## src/core/cri_pkg.sv

```systemverilog
// package for the cpu reset and initialization block
package cri_pkg;
   localparam int RST_MIN_CYCLES = 10;
   localparam logic [3:0] RST_CNT_W_MAX = 4'hA;
   localparam logic [23:0] VEC_ADDR_LO = 24'hFFFF00;
   localparam logic [23:0] VEC_ADDR_MID = 24'hFFFF01;
   localparam logic [23:0] VEC_ADDR_HI = 24'hFFFF02;
   localparam logic [31:0] SP_RESET = 32'h00000100;
   localparam logic [2:0] IRQ_MASK_RESET = 3'h7;
   localparam logic WIDE_MODE_RESET = 1'h1;
   localparam logic [2:0] BANK_RESET = 3'h0;
   localparam logic [23:0] IO_BASE = 24'h000000;
   localparam logic [23:0] IO_LAST = 24'h00009F;
   localparam logic [7:0] IO_SHORT_MAX = 8'hFF;
   localparam int CLK_DIV = 4;
   localparam logic [1:0] CLK_DIV_LAST = 2'h3;
   localparam logic [1:0] CLK_DIV_HALF = 2'h2;
   localparam int PIN_COUNT = 8;

   typedef struct packed {
      logic wide_mode;
      logic [2:0] irq_mask_level;
      logic [2:0] bank_select_field;
   } cri_status_word_t;

   typedef enum logic [3:0] {
      CRI_RUN = 4'h1,
      CRI_HOLD = 4'h2,
      CRI_VEC0 = 4'h4,
      CRI_VEC1 = 4'h8
   } cri_state_t;
endpackage : cri_pkg

```

## src/core/cri_reset_init.sv

```systemverilog
// reset acceptance, vector fetch and cpu/peripheral initialization
`timescale 1ns/10ps
`default_nettype none

// How it works
// (RL1) source holds reset low ten clocks
// (RL2) source asserts reset after oscillator settles
// (RL3) program counter built from three vector bytes
// (RL4) stack pointer preset to 100H
// (RL5) interrupt mask level set to seven
// (RL6) wide mode bit set to one
// (RL7) software never clears the wide bit
// (RL8) bank select cleared to zero
// (RL9) fetch starts at vector after release
// (RL10) other cpu registers keep their contents
// (RL11) peripheral registers return to initial values
// (RL12) port pins revert to plain ports
// (RL13) clock output held high in reset
// (RL14) io space decoded at 000000H..00009FH
// (RL15) io area reachable by short addressing
// (RL16) clock output is oscillator divided four
// (RL17) reset sampled and low samples counted
module cri_reset_init
   import cri_pkg::*;
(
   input wire logic core_clk_in,
   input wire logic rstn_in,
   input wire logic reset_pin_n_in,
   input wire logic [7:0] vec_rdata_in,
   input wire logic sw_sw_we_in,
   input wire logic [31:0] sw_sp_in,
   input wire cri_status_word_t sw_status_in,
   input wire logic [23:0] cpu_addr_in,
   input wire logic cpu_short_in,
   input wire logic [7:0] cpu_short_addr_in,
   output logic [23:0] vec_addr_out,
   output logic vec_rd_out,
   output logic [23:0] program_counter_out,
   output logic [31:0] system_stack_pointer_out,
   output cri_status_word_t status_word_out,
   output logic fetch_en_out,
   output logic periph_init_out,
   output logic [PIN_COUNT-1:0] port_mode_gpio_out,
   output logic clk_out,
   output logic io_sel_out,
   output logic [7:0] io_offset_out
);

   // ********************
   // reset acceptance
   // ********************
   logic [3:0] low_cnt;
   logic [3:0] next_low_cnt;
   logic accepted;

   cri_state_t state;
   cri_state_t next_state;
   logic warm;
   logic next_warm;

   logic [23:0] pc;
   logic [23:0] next_pc;
   logic [31:0] sp;
   logic [31:0] next_sp;
   cri_status_word_t sw;
   cri_status_word_t next_sw;

   logic [1:0] div;
   logic [1:0] next_div;
   logic clk_q;
   logic next_clk_q;

   logic [23:0] eff_addr;

   // reset sequence in progress: taking a reset, or any state but run
   function automatic logic seq_active(input cri_state_t st, input logic acc);
      return (st != CRI_RUN) || acc;
   endfunction

   // io window test shared by the select and the offset
   function automatic logic in_io_window(input logic [23:0] a);
      return (a >= IO_BASE) && (a <= IO_LAST);
   endfunction

   // any high sample restarts the count, so short glitches never add up
   // (RL17) count low samples
   always_comb begin
      next_low_cnt = low_cnt;
      if (reset_pin_n_in) begin
         next_low_cnt = 4'h0;
      end else if (low_cnt != RST_CNT_W_MAX) begin
         next_low_cnt = low_cnt + 4'h1;
      end
   end

   // (RL1) ten low samples needed
   assign accepted = (low_cnt == RST_CNT_W_MAX);

   // ********************
   // sequencer
   // ********************
   // warm is low only in the first cycle after power-up
   always_comb begin
      next_warm = 1'h1;
   end

   always_comb begin
      next_state = state;
      case (state)
         CRI_RUN: begin
            if (accepted) begin
               next_state = CRI_HOLD;
            end
         end
         CRI_HOLD: begin
            // after power-up the low byte address has only just gone out, so wait a cycle
            if (warm) begin
               next_state = CRI_VEC0;
            end
         end
         CRI_VEC0: begin
            next_state = CRI_VEC1;
         end
         CRI_VEC1: begin
            // (RL9) wait for release, vector reread while held
            if (reset_pin_n_in) begin
               next_state = CRI_RUN;
            end else begin
               next_state = CRI_HOLD;
            end
         end
         default: begin
            next_state = CRI_HOLD;
         end
      endcase
   end

   // vector byte address follows the sequencer; data arrives one cycle later
   always_comb begin
      case (state)
         CRI_RUN: begin
            vec_addr_out = VEC_ADDR_LO;
         end
         CRI_HOLD: begin
            vec_addr_out = warm ? VEC_ADDR_MID : VEC_ADDR_LO;
         end
         CRI_VEC0: begin
            vec_addr_out = VEC_ADDR_HI;
         end
         default: begin
            vec_addr_out = VEC_ADDR_LO;
         end
      endcase
   end
   assign vec_rd_out = seq_active(state, accepted);

   // ********************
   // cpu register presets
   // ********************
   // only pc, sp and the three status fields move; other cpu state is untouched
   always_comb begin
      next_pc = pc;
      next_sp = sp;
      next_sw = sw;
      case (state)
         CRI_RUN: begin
            // software loads are dropped once a reset is being taken
            if (!accepted && sw_sw_we_in) begin
               next_sp = sw_sp_in;
               next_sw = sw_status_in;
               // (RL7) wide bit stays set
               next_sw.wide_mode = WIDE_MODE_RESET;
            end
         end
         CRI_HOLD: begin
            if (warm) begin
               // (RL3) low vector byte
               next_pc[7:0] = vec_rdata_in;
            end
            // (RL4) stack pointer preset
            next_sp = SP_RESET;
            // (RL5) mask level seven
            next_sw.irq_mask_level = IRQ_MASK_RESET;
            // (RL6) wide mode set
            next_sw.wide_mode = WIDE_MODE_RESET;
            // (RL8) bank zero
            next_sw.bank_select_field = BANK_RESET;
         end
         CRI_VEC0: begin
            // (RL3) middle vector byte
            next_pc[15:8] = vec_rdata_in;
         end
         CRI_VEC1: begin
            // (RL3) high vector byte
            next_pc[23:16] = vec_rdata_in;
         end
         default: begin
            next_pc = pc;
         end
      endcase
   end

   // ********************
   // clock output divider
   // ********************
   // (RL16) divide by four
   always_comb begin
      if (seq_active(state, accepted)) begin
         // (RL13) held high in reset
         next_div = 2'h0;
         next_clk_q = 1'h1;
      end else begin
         next_div = div + 2'h1;
         next_clk_q = (div < CLK_DIV_HALF);
      end
   end

   // acceptance counter clears on power-up
   always_ff @(posedge core_clk_in or negedge rstn_in) begin
      if (!rstn_in) begin
         low_cnt <= 4'h0;
      end else begin
         low_cnt <= next_low_cnt;
      end
   end

   // power-up lands in hold so the presets run once before any fetch
   always_ff @(posedge core_clk_in or negedge rstn_in) begin
      if (!rstn_in) begin
         state <= CRI_HOLD;
      end else begin
         state <= next_state;
      end
   end

   // clock output starts high
   always_ff @(posedge core_clk_in or negedge rstn_in) begin
      if (!rstn_in) begin
         div <= 2'h0;
         clk_q <= 1'h1;
      end else begin
         div <= next_div;
         clk_q <= next_clk_q;
      end
   end

   // marks the first cycle after power-up
   always_ff @(posedge core_clk_in or negedge rstn_in) begin
      if (!rstn_in) begin
         warm <= 1'h0;
      end else begin
         warm <= next_warm;
      end
   end

   // (RL10) pc, sp and status reset only via the sequencer, not rstn
   always_ff @(posedge core_clk_in) begin
      pc <= next_pc;
      sp <= next_sp;
      sw <= next_sw;
   end

   assign program_counter_out = pc;
   assign system_stack_pointer_out = sp;
   assign status_word_out = sw;
   assign clk_out = clk_q;

   // (RL9) fetch from vector after release
   assign fetch_en_out = !seq_active(state, accepted);
   // (RL11) peripherals held at init
   assign periph_init_out = seq_active(state, accepted);

   // ********************
   // port modes and io decode
   // ********************
   // pin modes follow the init level, so they let go once run resumes
   // (RL12) every pin to plain port
   genvar g;
   generate
      for (g = 0; g < PIN_COUNT; g++) begin : g_pin
         assign port_mode_gpio_out[g] = periph_init_out;
      end
   endgenerate

   // (RL15) short form zero-extends
   always_comb begin
      if (cpu_short_in) begin
         eff_addr = {16'h0000, cpu_short_addr_in};
      end else begin
         eff_addr = cpu_addr_in;
      end
   end

   // addresses outside the window give offset zero, not a wrapped index
   // (RL14) io window decode
   always_comb begin
      io_sel_out = in_io_window(eff_addr);
      io_offset_out = 8'h00;
      if (in_io_window(eff_addr)) begin
         io_offset_out = eff_addr[7:0];
      end
   end

endmodule // cri_reset_init

`default_nettype wire

```

## config.mk

```make
export PLATFORM = sky130hd
export DESIGN_NAME = cri_reset_init
export DESIGN_NICKNAME = d
export VERILOG_FILES = /design/src/core/cri_pkg.sv /design/src/core/cri_reset_init.sv
export SDC_FILE = /design/constraint.sdc
export NUM_CORES = 1
export LEC_CHECK = 0
export BUFFER_PORTS_ARGS = -buffer_cell sky130_fd_sc_hd__buf_2
export CAP_MARGIN = 20
export CORE_MARGIN = 2
export CORE_UTILIZATION = 43
export CTS_BUF_LIST = sky130_fd_sc_hd__clkbuf_16
export CTS_CLUSTER_SIZE = 30
export DETAILED_ROUTE_END_ITERATION = 7
export PLACE_DENSITY = 0.8
export SLEW_MARGIN = 20
export SYNTH_ARGS = -nofsm -noshare
export SYNTH_HDL_FRONTEND = slang
export SYNTH_SLANG_ARGS = --single-unit
```

## constraint.sdc

```tcl
create_clock -name core_clk_in -period 3.35 [get_ports core_clk_in]
set_input_delay 0.1675 -clock core_clk_in [delete_from_list [all_inputs] [get_ports core_clk_in]]
set_output_delay 0.1675 -clock core_clk_in [all_outputs]
set_load 0.01 [all_outputs]
```

==> run summary <==
The flow ran to the end, and the final reports show no timing, DRC or antenna violations. The post-synthesis instance area is around 0.0032 mm2. Registers take 0.002165 mm2. Data on the critical path is required at its endpoint by between 3 and 4 ns. TritonCTS built the clock tree.

The net switching power is 0.001041 W. The detailed-routing iteration count for the pre-antenna-repair pass is 4. The worst setup path is of the register to register kind. The count of instances resized after the clock tree is built came out at 0.

Each instance of the synthesized netlist takes up on average approximately 14 um2. Setup repair after global routing left no endpoint under its margin. By instance count, the leading cell after synthesis is sky130_fd_sc_hd__edfxtp_1. The width of the die came out at ~90 um. The number of synthesis warnings is 0. The sum of routed wire length over all layers is approximately 6700 um. The multi-input logic area came out at roughly 820 um2. The total of buffers placed on input and output ports came out at 167. The number of H-tree levels is 3. The initial standard-cell utilization of the core is between 40% and 50%. between 150 and 200 I/O pins were placed. The number of different library cells in the post-synthesis netlist came out at 37. The source of the critical timing path is low_cnt[0]$_DFFE_PN0P_.

The first-pass GRT wire length is between 10,000 and 15,000 um. The routed design could run at a clock period as short as 2.315 ns. The register bit count reported by yosys is between 70 and 80. The clock net in this run drives a total of 74 sinks. The filler cells instantiated in the layout total roughly 600.

Clock latency on the worst-skew pair, taken at its later pin, is 0.32 ns. The area of the die came out at 0.008110 mm2. After technology mapping, the gate count stands at 223.

The share of synthesized flip-flops with an asynchronous set or reset came out at 16.22%. The number of nets in the final layout is approximately 470. The sum of net half-perimeters after detailed placement is between 4000 and 5000 um. Compared with the post-synthesis result, the final layout area differs by 33.44%. The leakage component of the power came out at approximately 1.9 nW. The number of hold-slack violations in the final timing report came out at 0. The number of max-cap violations is 0. The congestion estimate from routability-driven global placement came to between 0.7 and 0.8. The DRC violations left is 0. The switching share of total power is 31.17%.

The total power density per cell area is 786.1 mW/mm2. The part of the power in registers is between 40% and 50%. On the final layout, the worst clock skew is ~0.0047 ns. Sorting the synthesized cells by area gives the leading types as sky130_fd_sc_hd__edfxtp_1, sky130_fd_sc_hd__buf_4, sky130_fd_sc_hd__dfrtp_1. Counting the buffers created by CTS gives 9.

Entering global routing, the biggest net connects 39 pins. The XOR/XNOR share of the synthesized area is less than 1%. The aggregate global routing overflow came out at 0. Across all setup checks in the final design, the least slack found is between 1 and 1.5 ns. After floorplanning, the core was divided into 31 placement rows. The number of enable flip-flop cells after synthesis came out at just over 60. The ratio of cells with drive above 1 in the final layout came out at 50.51%. The portion of the clock cycle consumed by the worst path in the final layout is between 60% and 70%. The vertical die dimension is 90.06 um. The number of inserted diodes is 0. The number of nets with antenna violations after detailed routing came out at 0. The cell total after placement came out at 475.

The data arrival at the endpoint of the critical path is 2.27 ns. For this run, the leading register cell type out of synthesis is sky130_fd_sc_hd__edfxtp_1. Sequential elements use 67.98% of the synthesized area.

The simple logic cell fraction of the synthesized area came out at approximately 18%. Along the worst path, the maximum fanout reaches 38. The number of failing setup endpoints in the final timing report is 0. By area, the combinational part of the netlist is dominated by simple AND/OR/NAND/NOR gates. The endpoint type of the worst setup path is a register. The total routing usage reported by global routing is between 10% and 20%.

STA classifies the critical path startpoint as a register. The cell sitting at the root of the clock tree is a sky130_fd_sc_hd__clkbuf_16. The finished cells cover between 0.004 and 0.005 mm2. The part of the total power dissipated in the clock network is 24.4%. IR analysis of the VDD net gives a maximum drop of 325.4 uV. Adding up every negative setup slack in the final design gives 0 ns.

The fmax came out at ~430 MHz. The number of global-route vias before repair is around 2,100. The region available for standard cell placement spans between 0.007 and 0.008 mm2. The average wire per cell in the routed design came out at roughly 14 um. The compound-cell area share of the yosys netlist came out at between 3 and 4%. The final number of max-transition violations came to 0.

Dividing the detail-routed via count by the number of cells gives between 4 and 5. The setup slack after placement came out at between 1 and 1.5 ns. The tightest min-delay check is of the input pin to register type. The multiplexer area fraction after synthesis is less than 1%. The top-area cell type share of the netlist area is approximately 58%.

By count the netlist is led by sky130_fd_sc_hd__edfxtp_1, sky130_fd_sc_hd__nor2b_1, sky130_fd_sc_hd__buf_4, sky130_fd_sc_hd__dfrtp_1, sky130_fd_sc_hd__nand3_1. The internal power of the cells totals roughly 0.0023 W. The startpoint identified for the worst hold timing path is vec_rdata_in[0]. The worst max-slew margin expressed relative to the limit is between 20% and 30%. The arithmetic-cell share of the synthesized area counting full adders, half adders and majority gates came out at less than 1%.

The placed cell area came out at about 0.004 mm2. The buffer depth of the longest clock path came out at 2. The post-route non-filler standard cell count is 491.

The combinational power share is about 29%. The biggest area contributor in the post-synthesis netlist is sky130_fd_sc_hd__edfxtp_1. The transition time at the pin with the least slew margin came out at about 1.0 ns. The clock-pin transition on the worst setup and hold timing paths is ~0.05 ns. The worst register-to-register path begins at low_cnt[0]$_DFFE_PN0P_.

The count of vias placed by the detailed router is between 2,000 and 2,500. The number of DRC markers in iteration 0 is 60. Once layout is complete, the utilization of the core stands at around 60%.

The initial antenna violation count was 0.
## cell type report
cell class	instances	area share, %
tap	99	2.915
inverter	4	0.3534
clock buffer	9	5.300
multi-input combinational	129	19.41
timing repair buffer	170	20.26
clock inverter	6	0.8245
sequential	74	50.94
## cell families after synthesis
logic type               count (synthesis)
AO/OA/AOI/OAI                           16
XOR/XNOR                                 2
adder cells (fa/ha/maj)                  2
buffers and inverters                   42
flip-flops                              74
multiplexers                             1
other                                    2
AND/OR/NAND/NOR                         84
## cells in the final DEF (no fill, tap or decap), drive strengths merged
master and instances:
a32o 1, dlygate4sd3 1, nand4 5, a21oi 1
mux2i 1, nand2 5, nand3 11, a21o 1
edfxtp 62, nor4 3, clkinv 5, o21ai 8
nor2 8, a211oi 1, xnor2 1, and2 4
ha 2, conb 24, dfrtp 10, buf 169
o31ai 2, nand2b 1, nor3 2, inv 4
clkbuf 9, o41ai 2, nand3b 1, or2 4
nor2b 36, nor4b 4, xor2 1, dfstp 2
clkinvlp 1
## sequential cells by signal, summed over array words and instances, names as in the netlist
name	flops
clk_out	1
status_word_out	6
system_stack_pointer_out	32
div	2
warm	1
program_counter_out	24
low_cnt	4
state	4
## stage by stage
stage	power [W]	hold WS (ns)
after floorplan	0.002142	-0.1281
after global placement	0.002510	0.05065
after CTS	0.003372	0.04421
after global routing	0.003528	0.04024
after detailed placement	0.002542	0.05545
final	0.003340	0.05409
## layer usage
layer | wire length (um) | GRT usage [%] | vias up
li1 | - | - | 1069
met1 | 2407 | 17.65 | 1012
met2 | 3549 | 31.02 | 139
met3 | 619 | 5.365 | 6
met4 | 90 | 6.538 | 0
met5 | 0 | 0 | -
## worst max-delay path, cell delays in order (launching register included)
cell                       delay, ns
sky130_fd_sc_hd__dfrtp_1        0.40
sky130_fd_sc_hd__inv_1          0.06
sky130_fd_sc_hd__ha_1           0.21
sky130_fd_sc_hd__nand3b_1       0.21
sky130_fd_sc_hd__nand3_1        0.32
sky130_fd_sc_hd__inv_1          0.20
sky130_fd_sc_hd__a21o_1         0.13
sky130_fd_sc_hd__buf_4          0.41
## path summary, 6_finish.rpt
check,end,slack [ns],cells past startpoint
min in group asynchronous,warm$_DFF_PN0_,0.25,2
max,system_stack_pointer_out[28]$_SDFFCE_PP0P_,1.04,7
max in group asynchronous,clk_out$_DFF_PN1_,2.83,2
min,program_counter_out[0]$_DFFE_PP_,0.05,1
min reg2reg,clk_out$_DFF_PN1_,0.45,1
max reg2reg,system_stack_pointer_out[28]$_SDFFCE_PP0P_,1.04,7
## power by group through the flow
stage	clock network (W)	registers [W]	logic (W)
floorplan	0	0.00172	0.000417
global placement	0	0.00155	0.000961
detailed placement	0	0.00156	0.000982
CTS	0.000837	0.00155	0.000987
global route	0.000875	0.00158	0.00107
finish	0.000816	0.00155	0.000978
## timing repair
item | in CTS | in global routing
endpoints found under the hold margin | 12 | 0
buffers inserted | 0 | 0
hold buffers | 1 | 0
endpoints found under the setup margin | 0 | 0
Power figures use the tool's default switching activity.
